==> src/core/iep_pkg.sv <==
package iep_pkg;

  // Register bus geometry
  localparam int ADDR_W = 3;
  localparam int DATA_W = 16;

  // Register indices on the plain register port
  localparam logic [2:0] EN3_IDX  = 3'h0;
  localparam logic [2:0] EN4_IDX  = 3'h1;
  localparam logic [2:0] LVL0_IDX = 3'h2;
  localparam logic [2:0] LVL1_IDX = 3'h3;
  localparam logic [2:0] LVL2_IDX = 3'h4;
  localparam int         LVL_REGS = 3;

  // Enable group 3 bit positions
  localparam int DMA_CH5_DONE_EN   = 13;
  localparam int CAN_B_EVENT_EN    = 8;
  localparam int CAN_B_RX_READY_EN = 7;
  localparam int EXT_IRQ4_EN       = 6;
  localparam int EXT_IRQ3_EN       = 5;
  localparam int TIMER9_EN         = 4;
  localparam int TIMER8_EN         = 3;
  localparam int I2C_B_MASTER_EN   = 2;
  localparam int I2C_B_SLAVE_EN    = 1;
  localparam int TIMER7_EN         = 0;

  // Enable group 4 bit positions
  localparam int CAN_B_TX_REQ_EN = 7;
  localparam int CAN_A_TX_REQ_EN = 6;
  localparam int DMA_CH7_DONE_EN = 5;
  localparam int DMA_CH6_DONE_EN = 4;
  localparam int UART_B_ERROR_EN = 2;
  localparam int UART_A_ERROR_EN = 1;

  // Implemented bits; all others read zero and ignore writes
  localparam logic [15:0] EN3_MASK = 16'((1 << DMA_CH5_DONE_EN) | (1 << CAN_B_EVENT_EN)
    | (1 << CAN_B_RX_READY_EN) | (1 << EXT_IRQ4_EN) | (1 << EXT_IRQ3_EN) | (1 << TIMER9_EN)
    | (1 << TIMER8_EN) | (1 << I2C_B_MASTER_EN) | (1 << I2C_B_SLAVE_EN) | (1 << TIMER7_EN));
  localparam logic [15:0] EN4_MASK = 16'((1 << CAN_B_TX_REQ_EN) | (1 << CAN_A_TX_REQ_EN)
    | (1 << DMA_CH7_DONE_EN) | (1 << DMA_CH6_DONE_EN) | (1 << UART_B_ERROR_EN)
    | (1 << UART_A_ERROR_EN));
  localparam logic [15:0] EN_RST   = 16'h0000;

  // Level field positions, same layout in all three level registers
  localparam int TIMER1_LEVEL_LSB       = 12;
  localparam int COMPARE1_LEVEL_LSB     = 8;
  localparam int CAPTURE1_LEVEL_LSB     = 4;
  localparam int EXT_IRQ0_LEVEL_LSB     = 0;
  localparam int TIMER2_LEVEL_LSB       = TIMER1_LEVEL_LSB;
  localparam int COMPARE2_LEVEL_LSB     = COMPARE1_LEVEL_LSB;
  localparam int CAPTURE2_LEVEL_LSB     = CAPTURE1_LEVEL_LSB;
  localparam int DMA_CH0_DONE_LEVEL_LSB = EXT_IRQ0_LEVEL_LSB;
  localparam int UART_A_RX_LEVEL_LSB    = TIMER1_LEVEL_LSB;
  localparam int SPI_A_EVENT_LEVEL_LSB  = COMPARE1_LEVEL_LSB;
  localparam int SPI_A_ERROR_LEVEL_LSB  = CAPTURE1_LEVEL_LSB;
  localparam int TIMER3_LEVEL_LSB       = EXT_IRQ0_LEVEL_LSB;
  localparam int LVL_FIELDS             = 4;
  localparam int LVL_SLOTS              = LVL_REGS * LVL_FIELDS;
  localparam int LVL_FIELD_LSB [LVL_FIELDS] = '{TIMER1_LEVEL_LSB, COMPARE1_LEVEL_LSB,
                                               CAPTURE1_LEVEL_LSB, EXT_IRQ0_LEVEL_LSB};

  // Level encoding
  localparam int         LVL_W         = 3;
  localparam logic [2:0] LVL_OFF       = 3'h0;
  localparam logic [2:0] LVL_FIELD_RST = 3'h4;
  localparam logic [2:0] LVL_FIELD_ONE = 3'h7;
  localparam logic [15:0] LVL_MASK = 16'({4{1'b0, LVL_FIELD_ONE}});
  localparam logic [15:0] LVL_RST  = 16'({4{1'b0, LVL_FIELD_RST}});

  // Slot number width for the arbitration result
  localparam int SLOT_W = 4;

endpackage

==> src/core/iep_regs.sv <==
`timescale 1ns/100ps
module iep_regs (
  // Clock and reset
  input  wire logic        ref_clk_i,
  input  wire logic        rst_b_i,
  // Register port
  input  wire logic [2:0]  reg_addr_i,
  input  wire logic [15:0] reg_wdata_i,
  input  wire logic        reg_wr_i,
  input  wire logic        reg_rd_i,
  output logic      [15:0] reg_rdata_o,
  // Enable-gated sources
  input  wire logic [15:0] grp3_flag_i,
  input  wire logic [15:0] grp4_flag_i,
  output logic      [15:0] grp3_en_o,
  output logic      [15:0] grp4_en_o,
  output logic      [15:0] grp3_req_o,
  output logic      [15:0] grp4_req_o,
  // Level-ranked sources
  input  wire logic [11:0] lvl_flag_i,
  input  wire logic [11:0] lvl_src_en_i,
  output logic      [35:0] level_vec_o,
  // Arbitration result
  output logic             win_valid_o,
  output logic      [3:0]  win_slot_o,
  output logic      [2:0]  win_level_o
);

  logic [15:0] en3_reg;
  logic [15:0] en4_reg;
  logic [15:0] lvl_reg [iep_pkg::LVL_REGS];
  logic [15:0] rdata_reg;
  logic [15:0] rdata_next;
  logic [15:0] req3_reg;
  logic [15:0] req4_reg;
  logic [11:0] slot_req;
  logic [2:0]  slot_lvl [iep_pkg::LVL_SLOTS];
  logic [2:0]  slot_cfg [iep_pkg::LVL_SLOTS];
  logic        win_valid_reg;
  logic [3:0]  win_slot_reg;
  logic [2:0]  win_level_reg;
  logic        win_valid_next;
  logic [3:0]  win_slot_next;
  logic [2:0]  win_level_next;

  // Enable group 3
  always_ff @(posedge ref_clk_i)
  begin
    if (!rst_b_i)
      en3_reg <= iep_pkg::EN_RST;
    else if (reg_wr_i && reg_addr_i == iep_pkg::EN3_IDX)
      en3_reg <= reg_wdata_i & iep_pkg::EN3_MASK;
  end

  // Enable group 4
  always_ff @(posedge ref_clk_i)
  begin
    if (!rst_b_i)
      en4_reg <= iep_pkg::EN_RST;
    else if (reg_wr_i && reg_addr_i == iep_pkg::EN4_IDX)
      en4_reg <= reg_wdata_i & iep_pkg::EN4_MASK;
  end

  // Level registers
  always_ff @(posedge ref_clk_i)
  begin
    for (int g = 0; g < iep_pkg::LVL_REGS; g++)
    begin
      if (!rst_b_i)
        lvl_reg[g] <= iep_pkg::LVL_RST;
      else if (reg_wr_i && reg_addr_i == 3'(iep_pkg::LVL0_IDX + 3'(g)))
        lvl_reg[g] <= reg_wdata_i & iep_pkg::LVL_MASK;
    end
  end

  // Enable gating of requests
  always_ff @(posedge ref_clk_i)
  begin
    if (!rst_b_i)
    begin
      req3_reg <= 16'h0000;
      req4_reg <= 16'h0000;
    end
    else
    begin
      req3_reg <= grp3_flag_i & en3_reg;
      req4_reg <= grp4_flag_i & en4_reg;
    end
  end

  // Level slots: slot i is field i%4 of level register i/4
  for (genvar i = 0; i < iep_pkg::LVL_SLOTS; i++)
  begin : g_slot
    assign slot_cfg[i] = lvl_reg[i / iep_pkg::LVL_FIELDS][iep_pkg::LVL_FIELD_LSB[i % iep_pkg::LVL_FIELDS] +:
                                                           iep_pkg::LVL_W];
    assign level_vec_o[i*iep_pkg::LVL_W +: iep_pkg::LVL_W] = slot_cfg[i];
    iep_level_slot u_slot (
      .flag_i   (lvl_flag_i[i]),
      .src_en_i (lvl_src_en_i[i]),
      .level_i  (slot_cfg[i]),
      .req_o    (slot_req[i]),
      .level_o  (slot_lvl[i])
    );
  end

  // Highest level wins; lowest slot on a tie
  always_comb
  begin
    win_valid_next = 1'b0;
    win_slot_next  = 4'h0;
    win_level_next = iep_pkg::LVL_OFF;
    for (int i = 0; i < iep_pkg::LVL_SLOTS; i++)
    begin
      if (slot_req[i] && slot_lvl[i] > win_level_next)
      begin
        win_valid_next = 1'b1;
        win_slot_next  = 4'(i);
        win_level_next = slot_lvl[i];
      end
    end
  end

  // Registered arbitration result
  always_ff @(posedge ref_clk_i)
  begin
    if (!rst_b_i)
    begin
      win_valid_reg <= 1'b0;
      win_slot_reg  <= 4'h0;
      win_level_reg <= iep_pkg::LVL_OFF;
    end
    else
    begin
      win_valid_reg <= win_valid_next;
      win_slot_reg  <= win_slot_next;
      win_level_reg <= win_level_next;
    end
  end

  // Read mux
  always_comb
  begin
    case (reg_addr_i)
      iep_pkg::EN3_IDX:  rdata_next = en3_reg;
      iep_pkg::EN4_IDX:  rdata_next = en4_reg;
      iep_pkg::LVL0_IDX: rdata_next = lvl_reg[0];
      iep_pkg::LVL1_IDX: rdata_next = lvl_reg[1];
      iep_pkg::LVL2_IDX: rdata_next = lvl_reg[2];
      default:           rdata_next = 16'h0000;
    endcase
  end

  // Read data stands only in the cycle after the strobe
  always_ff @(posedge ref_clk_i)
  begin
    if (!rst_b_i)
      rdata_reg <= 16'h0000;
    else if (reg_rd_i)
      rdata_reg <= rdata_next;
    else
      rdata_reg <= 16'h0000;
  end

  assign reg_rdata_o = rdata_reg;
  assign grp3_en_o   = en3_reg;
  assign grp4_en_o   = en4_reg;
  assign grp3_req_o  = req3_reg;
  assign grp4_req_o  = req4_reg;
  assign win_valid_o = win_valid_reg;
  assign win_slot_o  = win_slot_reg;
  assign win_level_o = win_level_reg;

  // Checks
  a_enable_gates_req:
    assert property (@(posedge ref_clk_i) disable iff (!rst_b_i)
      rst_b_i |=> (grp3_req_o == ($past(grp3_flag_i) & $past(grp3_en_o))
           && grp4_req_o == ($past(grp4_flag_i) & $past(grp4_en_o))))
    else $error("request not gated by enable");

  a_dma5_can_event:
    assert property (@(posedge ref_clk_i) disable iff (!rst_b_i)
      (reg_wr_i && reg_addr_i == iep_pkg::EN3_IDX) |=>
        (grp3_en_o[iep_pkg::DMA_CH5_DONE_EN] == $past(reg_wdata_i[iep_pkg::DMA_CH5_DONE_EN])
         && grp3_en_o[iep_pkg::CAN_B_EVENT_EN] == $past(reg_wdata_i[iep_pkg::CAN_B_EVENT_EN])))
    else $error("group 3 bits 13 or 8 wrong after write");

  a_can_rx_ext:
    assert property (@(posedge ref_clk_i) disable iff (!rst_b_i)
      (reg_wr_i && reg_addr_i == iep_pkg::EN3_IDX) |=>
        (grp3_en_o[iep_pkg::CAN_B_RX_READY_EN:iep_pkg::EXT_IRQ3_EN]
         == $past(reg_wdata_i[iep_pkg::CAN_B_RX_READY_EN:iep_pkg::EXT_IRQ3_EN])))
    else $error("group 3 bits 7 to 5 wrong after write");

  a_timer_enables:
    assert property (@(posedge ref_clk_i) disable iff (!rst_b_i)
      (reg_wr_i && reg_addr_i == iep_pkg::EN3_IDX) |=>
        (grp3_en_o[iep_pkg::TIMER9_EN:iep_pkg::TIMER8_EN]
         == $past(reg_wdata_i[iep_pkg::TIMER9_EN:iep_pkg::TIMER8_EN])))
    else $error("timer 9 or 8 enable wrong after write");

  a_i2c_timer7:
    assert property (@(posedge ref_clk_i) disable iff (!rst_b_i)
      (reg_wr_i && reg_addr_i == iep_pkg::EN3_IDX) ##1 reg_rd_i && reg_addr_i == iep_pkg::EN3_IDX |=>
        (reg_rdata_o[iep_pkg::I2C_B_MASTER_EN:iep_pkg::TIMER7_EN]
         == $past(reg_wdata_i[iep_pkg::I2C_B_MASTER_EN:iep_pkg::TIMER7_EN], 2)))
    else $error("group 3 bits 2 to 0 do not read back");

  a_unimpl_enable:
    assert property (@(posedge ref_clk_i) disable iff (!rst_b_i)
      (reg_rd_i && (reg_addr_i == iep_pkg::EN3_IDX || reg_addr_i == iep_pkg::EN4_IDX)) |=>
        ((reg_rdata_o & ~($past(reg_addr_i) == iep_pkg::EN3_IDX ? iep_pkg::EN3_MASK : iep_pkg::EN4_MASK))
         == 16'h0000))
    else $error("unimplemented enable bit reads nonzero");

  a_can_tx_enables:
    assert property (@(posedge ref_clk_i) disable iff (!rst_b_i)
      (reg_wr_i && reg_addr_i == iep_pkg::EN4_IDX) |=>
        (grp4_en_o[iep_pkg::CAN_B_TX_REQ_EN:iep_pkg::CAN_A_TX_REQ_EN]
         == $past(reg_wdata_i[iep_pkg::CAN_B_TX_REQ_EN:iep_pkg::CAN_A_TX_REQ_EN])))
    else $error("CAN transmit enables wrong after write");

  a_dma76_enables:
    assert property (@(posedge ref_clk_i) disable iff (!rst_b_i)
      (reg_wr_i && reg_addr_i == iep_pkg::EN4_IDX) |=>
        (grp4_en_o[iep_pkg::DMA_CH7_DONE_EN:iep_pkg::DMA_CH6_DONE_EN]
         == $past(reg_wdata_i[iep_pkg::DMA_CH7_DONE_EN:iep_pkg::DMA_CH6_DONE_EN])))
    else $error("DMA 7 or 6 enable wrong after write");

  a_uart_err_en:
    assert property (@(posedge ref_clk_i) disable iff (!rst_b_i)
      (reg_wr_i && reg_addr_i == iep_pkg::EN4_IDX) |=>
        (grp4_en_o[iep_pkg::UART_B_ERROR_EN:iep_pkg::UART_A_ERROR_EN]
         == $past(reg_wdata_i[iep_pkg::UART_B_ERROR_EN:iep_pkg::UART_A_ERROR_EN])))
    else $error("UART error enables wrong after write");

  a_win_level_match:
    assert property (@(posedge ref_clk_i) disable iff (!rst_b_i)
      rst_b_i ##1 win_valid_o |-> (win_level_o == $past(slot_cfg[win_slot_next]))
                          && $past(lvl_flag_i[win_slot_next]) && $past(lvl_src_en_i[win_slot_next]))
    else $error("winner level differs from its field");

  a_level_zero_off:
    assert property (@(posedge ref_clk_i) disable iff (!rst_b_i)
      win_valid_o |-> win_level_o != iep_pkg::LVL_OFF)
    else $error("disabled source reached arbitration");

  a_reset_values:
    assert property (@(posedge ref_clk_i)
      $rose(rst_b_i) |-> (grp3_en_o == iep_pkg::EN_RST && grp4_en_o == iep_pkg::EN_RST
                          && level_vec_o == {iep_pkg::LVL_SLOTS{iep_pkg::LVL_FIELD_RST}}))
    else $error("reset values wrong");

  a_timer1_field:
    assert property (@(posedge ref_clk_i) disable iff (!rst_b_i)
      (reg_wr_i && reg_addr_i == iep_pkg::LVL0_IDX) |=>
        (level_vec_o[2:0] == $past(reg_wdata_i[iep_pkg::TIMER1_LEVEL_LSB +: iep_pkg::LVL_W])
         && level_vec_o[11:9] == $past(reg_wdata_i[iep_pkg::EXT_IRQ0_LEVEL_LSB +: iep_pkg::LVL_W])))
    else $error("level group 0 field placement wrong");

  a_dma0_field:
    assert property (@(posedge ref_clk_i) disable iff (!rst_b_i)
      (reg_wr_i && reg_addr_i == iep_pkg::LVL1_IDX) |=>
        (level_vec_o[14:12] == $past(reg_wdata_i[iep_pkg::TIMER2_LEVEL_LSB +: iep_pkg::LVL_W])
         && level_vec_o[23:21] == $past(reg_wdata_i[iep_pkg::DMA_CH0_DONE_LEVEL_LSB +: iep_pkg::LVL_W])))
    else $error("level group 1 field placement wrong");

  a_uart_rx_field:
    assert property (@(posedge ref_clk_i) disable iff (!rst_b_i)
      (reg_wr_i && reg_addr_i == iep_pkg::LVL2_IDX) |=>
        (level_vec_o[26:24] == $past(reg_wdata_i[iep_pkg::UART_A_RX_LEVEL_LSB +: iep_pkg::LVL_W])
         && level_vec_o[35:33] == $past(reg_wdata_i[iep_pkg::TIMER3_LEVEL_LSB +: iep_pkg::LVL_W])))
    else $error("level group 2 field placement wrong");

  a_lvl_gap_bits:
    assert property (@(posedge ref_clk_i) disable iff (!rst_b_i)
      (reg_rd_i && reg_addr_i >= iep_pkg::LVL0_IDX && reg_addr_i <= iep_pkg::LVL2_IDX) |=>
        ((reg_rdata_o & ~iep_pkg::LVL_MASK) == 16'h0000))
    else $error("unimplemented level bit reads nonzero");

  a_highest_wins:
    assert property (@(posedge ref_clk_i) disable iff (!rst_b_i)
      rst_b_i |=> (win_valid_o == $past(|slot_req))
          && (!win_valid_o || ($past(slot_req[win_slot_next])
              && $past(slot_lvl[0]) <= win_level_o && $past(slot_lvl[11]) <= win_level_o)))
    else $error("arbitration did not pick highest level");

  a_cleared_blocks:
    assert property (@(posedge ref_clk_i) disable iff (!rst_b_i)
      rst_b_i |=>
        ((grp3_req_o & ~$past(grp3_en_o)) == 16'h0000
         && (grp4_req_o & ~$past(grp4_en_o)) == 16'h0000))
    else $error("cleared enable let a request through");

  a_group0_middle:
    assert property (@(posedge ref_clk_i) disable iff (!rst_b_i)
      (reg_wr_i && reg_addr_i == iep_pkg::LVL0_IDX) |=>
        (level_vec_o[5:3] == $past(reg_wdata_i[iep_pkg::COMPARE1_LEVEL_LSB +: iep_pkg::LVL_W])
         && level_vec_o[8:6] == $past(reg_wdata_i[iep_pkg::CAPTURE1_LEVEL_LSB +: iep_pkg::LVL_W])))
    else $error("level group 0 middle fields wrong");

  a_group1_middle:
    assert property (@(posedge ref_clk_i) disable iff (!rst_b_i)
      (reg_wr_i && reg_addr_i == iep_pkg::LVL1_IDX) |=>
        (level_vec_o[17:15] == $past(reg_wdata_i[iep_pkg::COMPARE2_LEVEL_LSB +: iep_pkg::LVL_W])
         && level_vec_o[20:18] == $past(reg_wdata_i[iep_pkg::CAPTURE2_LEVEL_LSB +: iep_pkg::LVL_W])))
    else $error("level group 1 middle fields wrong");

  a_group2_middle:
    assert property (@(posedge ref_clk_i) disable iff (!rst_b_i)
      (reg_wr_i && reg_addr_i == iep_pkg::LVL2_IDX) |=>
        (level_vec_o[29:27] == $past(reg_wdata_i[iep_pkg::SPI_A_EVENT_LEVEL_LSB +: iep_pkg::LVL_W])
         && level_vec_o[32:30] == $past(reg_wdata_i[iep_pkg::SPI_A_ERROR_LEVEL_LSB +: iep_pkg::LVL_W])))
    else $error("level group 2 middle fields wrong");

  a_en3_hold:
    assert property (@(posedge ref_clk_i) disable iff (!rst_b_i)
      (rst_b_i && !(reg_wr_i && reg_addr_i == iep_pkg::EN3_IDX)) |=> $stable(grp3_en_o))
    else $error("enable group 3 changed without a write");

  a_en4_hold:
    assert property (@(posedge ref_clk_i) disable iff (!rst_b_i)
      (rst_b_i && !(reg_wr_i && reg_addr_i == iep_pkg::EN4_IDX)) |=> $stable(grp4_en_o))
    else $error("enable group 4 changed without a write");

  a_level_hold:
    assert property (@(posedge ref_clk_i) disable iff (!rst_b_i)
      (rst_b_i && !(reg_wr_i && reg_addr_i >= iep_pkg::LVL0_IDX && reg_addr_i <= iep_pkg::LVL2_IDX))
        |=> $stable(level_vec_o))
    else $error("level fields changed without a write");

endmodule

==> src/core/iep_level_slot.sv <==
`timescale 1ns/100ps
module iep_level_slot (
  // Source state
  input  wire logic       flag_i,
  input  wire logic       src_en_i,
  input  wire logic [2:0] level_i,
  // Arbitration view
  output logic            req_o,
  output logic [2:0]      level_o
);

  // Presented only when flagged, enabled and not disabled by level zero
  always_comb
  begin
    req_o   = flag_i && src_en_i && (level_i != iep_pkg::LVL_OFF);
    level_o = req_o ? level_i : iep_pkg::LVL_OFF;
  end

endmodule

==> config.mk <==
export PLATFORM = sky130hd
export DESIGN_NAME = iep_regs
export DESIGN_NICKNAME = d
export VERILOG_FILES = /design/src/core/iep_pkg.sv /design/src/core/iep_regs.sv /design/src/core/iep_level_slot.sv
export SDC_FILE = /design/constraint.sdc
export NUM_CORES = 1
export LEC_CHECK = 0
export ABC_AREA = 0
export BUFFER_PORTS_ARGS = -buffer_cell sky130_fd_sc_hd__buf_2
export CAP_MARGIN = 10
export CORE_MARGIN = 3
export CORE_UTILIZATION = 40
export CTS_BUF_LIST = sky130_fd_sc_hd__clkbuf_8
export DETAILED_ROUTE_END_ITERATION = 8
export HOLD_SLACK_MARGIN = 0.05
export PLACE_DENSITY = 0.68
export SKIP_LAST_GASP = 1
export SYNTH_ARGS = -nofsm -noshare
export SYNTH_HDL_FRONTEND = slang
export SYNTH_SLANG_ARGS = --single-unit
==> constraint.sdc <==
create_clock -name ref_clk_i -period 26.1 [get_ports ref_clk_i]
set_clock_uncertainty 0.15 [all_clocks]
set_input_delay 0 -clock ref_clk_i [delete_from_list [all_inputs] [get_ports ref_clk_i]]
set_output_delay 0 -clock ref_clk_i [all_outputs]
set_load 0.005 [all_outputs]
* Word-level counts from Yosys, hierarchy flattened
Memory sizes are Yosys's and may differ from the RTL's.
Index checks and enable logic that the tools add are counted.
** Word-level totals
- Input bits :: 79
- Output and inout bits :: 124
- Memory bits (writable) :: 36
- Memories :: 1
- Register bits :: 72
- Logic and storage cells :: 149
** Memory list
- lvl_reg :: words 3, width 12, rd ports 3, clocked after Yosys merged registers in 0, wr ports 3, line iep_regs.sv:31 : logic [15:0] lvl_reg [iep_pkg::LVL_REGS];
** Operators by class
- Mux-type cells :: 61
- $lt $le $gt $ge :: 12
- Reduce and logical (&&, ||, !) cells :: 56
- Eq/ne operators :: 4
- Bitwise operators :: 6
** Operators with widths (count)
- $pmux W16 S5 :: 1
- $mux W3 :: 24
- $logic_and A1 B1 Y1 :: 41
- $mux W4 :: 10
- $mux W12 :: 3
- $reduce_bool A3 Y1 :: 12
- $gt A3 B3 Y1 :: 11
- $mux W1 :: 23
- $and A16 B14 Y16 :: 1
- $and A16 B8 Y16 :: 1
- $eq A3 B2 Y1 const B :: 2
- $reduce_or A5 Y1 :: 1
- $eq A3 B1 Y1 const B :: 1
- $eq A3 B3 Y1 const B :: 1
- $gt A3 B1 Y1 const B :: 1
- $logic_not A3 Y1 :: 1
- $or A1 B1 Y1 :: 3
- $reduce_and A2 Y1 :: 1
- $not A1 Y1 :: 1

* Logic depth before layout (Yosys ltp)
An unclocked memory read counts as a cell.
- Depth in word-level cells :: 40
- Depth in mapped cells :: 79
- Gate-level depth less buffers :: 77

* Cells and area by module
Synthesis repeated with hierarchy kept, for this count alone.
** Second synthesis, totals
- Cells, all modules :: 613
- Area, all modules :: 5602.9 um^2
** Modules (own cells, without submodules)
- iep_regs :: seq. area each 2162.1 um^2, cells an instance 565, area each 5242.5 um^2, instances 1
- iep_level_slot :: seq. area each 0.0 um^2, cells an instance 4, area each 30.0 um^2, instances 12

* Worst setup path after synthesis
Ideal clock, no wire load.
- Kind :: register to register
- Start point :: memory lvl_reg[0][8] (netlist bit)
- End point :: register win_valid_reg (netlist: win_valid_o)
- Arrival :: 14.286 ns
- Clock period less this slack :: 14.561 ns
- Data required time :: 25.825 ns
- Library setup time :: 0.125 ns
- Path buffers :: 2
- Setup slack :: 11.539 ns
- Stages on the path, launching flop included :: 78
- Cell sequence :: edfxtp_1 > and3_1 > ha_1 > and3_1 > a211oi_2 > buf_6 > nand2_1 > mux2_2 > ha_1 > nor2b_1 > a2bb2oi_1 > nor4b_2 > o22ai_1 > a21oi_1 > a31oi_1 > ha_1 > nor2_1 > o21a_1 > (+42 left out) > and2_1 > buf_4 > a21o_1 > ha_1 > inv_1 > a21o_1 > a21oi_1 > a311oi_2 > nand2_1 > o21a_1 > ha_1 > nor2b_1 > o21ai_0 > inv_1 > o21a_1 > nor2_1 > nand3_1 > o41a_1
** RTL lines
- start, declared :: line iep_regs.sv:31
- end signal, assigned :: line iep_regs.sv:134 : win_valid_reg <= win_valid_next;
- end, declared :: line iep_regs.sv:39 : logic win_valid_reg;

==> impl_metrics.py <==
metrics = {
    "status": {
        "status": "completed",
    },
    "setup_path": {
        "cp_num_buf_inv": 2,
        "start_kind": "flop",
        "worstReg2RegStart": "lvl_reg[0][8]",
        "path_delay_family": "compound AO/OA/AOI/OAI gates",
        "worstPathRequired_ns": 26.25,
        "cpMaxStageDelayCell": "a211oi_2",
        "crit_start": "lvl_reg[0][8]",
        "cpPeakStageDelay_ns": 0.60,
        "critPathArrivalTime_ns": 17.21,
        "critPathMaxFanout": 12,
        "crit_top_cell": "ha_1",
        "end_kind": "flop",
        "worstSetupPathType": "reg2reg",
    },
    "final_layout": {
        "nets": 864,
        "fillers": 1194,
        "largest_reg_flops": 36,
        "drive_gt1_share_pct": 24.22,
        "instances_no_fill": 944,
        "area_growth_pct": 26.07,
        "diodes": 0,
    },
    "power": {
        "p_leak_nw": 3.026,
        "p_clk_share_pct": 29.8,
        "combPwrFrac_pct": 24.6,
        "power.density_nw_per_um2": 53.21,
        "peakVddDrop_mv": 0.03255,
        "intPower_uw": 248.1,
        "p_sw_share_pct": 30.25,
        "seqPwrFrac_pct": 45.6,
        "switchingPower_uw": 107.6,
    },
    "sta": {
        "tightest_slew_ns": 1.049,
        "maxSlewViolCount": 0,
        "fin_tns_setup_ns": 0,
        "holdWs_ns": 0.08721,
        "fin_crit_ns": 17.06,
        "setup_viol": 0,
        "fmax_mhz": 58.61,
        "rsz0062_at_grt": "no",
        "max_slew_margin_pct": 29.50,
        "min_period_over_period_pct": 65.37,
        "hold_viol": 0,
    },
    "global_route": {
        "grt_pass1_vias": 4860,
        "grt_pass1_wl_mm": 25.21,
        "overflow": 0,
        "grt_max_degree": 52,
        "gr-usage-all-layers_pct": 21.72,
        "antenna_found_initial": 0,
    },
    "synth": {
        "ys_ff_latch": 90,
        "ys_types": 68,
        "synth_flop_cell": "dfxtp_1",
        "synth.avg_cell_area_sq_um": 9.066,
        "yosys.area.top_type_share_pct": 20.38,
        "synth_warnings": 0,
        "synth_area_leaders": "dfxtp_1 (20%), edfxtp_1 (20%), buf_4 (5.0%), nand2_1 (4.9%), ha_1 (4.2%)",
        "ys_async_sr_fraction_pct": 0,
        "yosysSeqAreaShare_pct": 40.76,
        "yosys.area.top_type": "dfxtp_1",
        "synth_edf_count": 36,
        "syn_inst": 585,
        "syn_area_sq_um": 5304,
    },
    "detailed_routing": {
        "post_drt_via_cell_ratio": 5.391,
        "wl_per_cell_microns": 17.03,
        "drt_pass1_iterations": 5,
        "drc": 0,
        "routed_wl_mm": 16.08,
        "ant_nets": 0,
        "vias": 5089,
        "drt_iter0_drc": 419,
    },
    "die": {
        "start_util_pct": 41.52,
        "row_count": 41,
        "fp.dieW_microns": 121.2,
        "coreArea_sq_um": 12770,
        "dieArea_sq_um": 14680,
        "die_h_microns": 121.2,
        "io_pins": 203,
    },
    "cts": {
        "cts_setup_buffers": 0,
        "clock_path_buffers": 2,
        "cts_inserted_buffers": 9,
        "htreeDepth": 3,
        "cts_tree": "built",
        "post_cts_resized": 0,
        "clk_pin_slew_ns": 0.10,
        "cts_hold_buf": 39,
        "clock_latency_ns": 0.36,
        "cts.sink_count": 90,
        "cts_root_buf": "clkbuf_8",
    },
    "placement": {
        "port_buffers": 150,
        "place_congestion": 0.8463,
        "post-place-cells": 889,
        "dp_hpwl_mm": 12.32,
    },
    "flow_run": {
        "max_cap_viol_count": 0,
    },
    "worst_hold_path": {
        "holdCritPathClass": "in2reg",
        "min_from": "lvl_flag_i[10]",
    },
}
-- cell families after synthesis --
family,after synthesis,synth area share [%]
other cells,1,0.07070
buf+inv,62,7.030
compound gates,142,18.97
mux,22,4.553
flops,90,40.76
fa+ha+maj,19,4.435
simple gates,249,24.18
-- area by class of cell --
| type | count | area (sq um) | area share [%] |
|---|---|---|---|
| clock buffers | 9 | 123.9 | 1.853 |
| clock inverters | 7 | 98.84 | 1.478 |
| inverters | 8 | 30.03 | 0.4491 |
| multi-input cells | 466 | 2893 | 43.26 |
| flip-flops and latches | 90 | 2162 | 32.34 |
| well taps | 172 | 215.2 | 3.219 |
| repair buffers | 192 | 1164 | 17.40 |
-- worst register-to-register path: cells and delay by family (launching register included) --
| family | cells | cell delay, ns |
|---|---|---|
| fa+ha+maj | 11 | 2.95 |
| flops | 1 | 0.55 |
| compound gates | 33 | 7.24 |
| buf+inv | 2 | 0.65 |
| mux | 5 | 1.78 |
| simple gates | 23 | 3.65 |
-- routing by layer --
layer | global-route usage [%] | part of all wire [%]
met1 | 28.06 | 42
met2 | 36.44 | 47
met5 | 0 | 0
met3 | 4.895 | 8.9
met4 | 6.443 | 1.6
-- cell usage in the layout (no fill, tap or decap), drive strengths merged, types with 10 or more instances in the layout --
cell	n
a21boi	15
a21oi	37
a22oi	13
and2	37
and3	33
buf	153
conb	34
dfxtp	54
dlygate4sd3	39
edfxtp	36
ha	18
inv	10
mux2i	17
nand2	69
nand2b	15
nand3	20
nor2	40
o21ai	16
-- power groups by stage --
stage | clock network, mW | logic, mW | registers (mW)
floorplan | 0 | 0.0588 | 0.163
global route | 0.113 | 0.0984 | 0.163
detailed placement | 0 | 0.0819 | 0.165
global placement | 0 | 0.0791 | 0.165
finish | 0.106 | 0.0874 | 0.162
CTS | 0.108 | 0.0869 | 0.162
-- synthesized netlist by cell type, types with 9 or more instances --
| master | instances |
|---|---|
| a21oi_1 | 37 |
| o21a_1 | 9 |
| nand3_1 | 20 |
| edfxtp_1 | 36 |
| and3_1 | 33 |
| and2_1 | 35 |
| ha_1 | 18 |
| nand2b_1 | 15 |
| mux2i_1 | 17 |
| a22oi_1 | 13 |
| dfxtp_1 | 54 |
| nor2b_1 | 9 |
| o21ai_0 | 14 |
| buf_4 | 35 |
| nand2_1 | 69 |
| nor2_1 | 40 |
| clkbuf_1 | 15 |
| a21boi_0 | 13 |
-- stage by stage --
stage / area, sq um / worst slack (ns) / utilization, % / power [mW]
final: 6686 / 9.039 / 52.35 / 0.3558
after global routing: 6686 / 7.445 / 52.35 / 0.3749
after CTS: 6686 / 9.136 / 52.35 / 0.3569
after global placement: 6073 / 9.683 / 47.55 / 0.2445
after floorplan: 5428 / 11.54 / - / 0.2216
after detailed placement: 6073 / 9.274 / 47.55 / 0.2474
-- worst paths after layout --
path                                  endpoint  slack [ns]  cells past startpoint
worst max register to register  win_level_o[0]        9.04                     74
worst min-delay path            win_level_o[1]        0.09                      5
worst max-delay path            win_level_o[0]        9.04                     74
worst min register to register    grp3_en_o[6]        0.36                      2
Power figures use the tool's default switching activity.
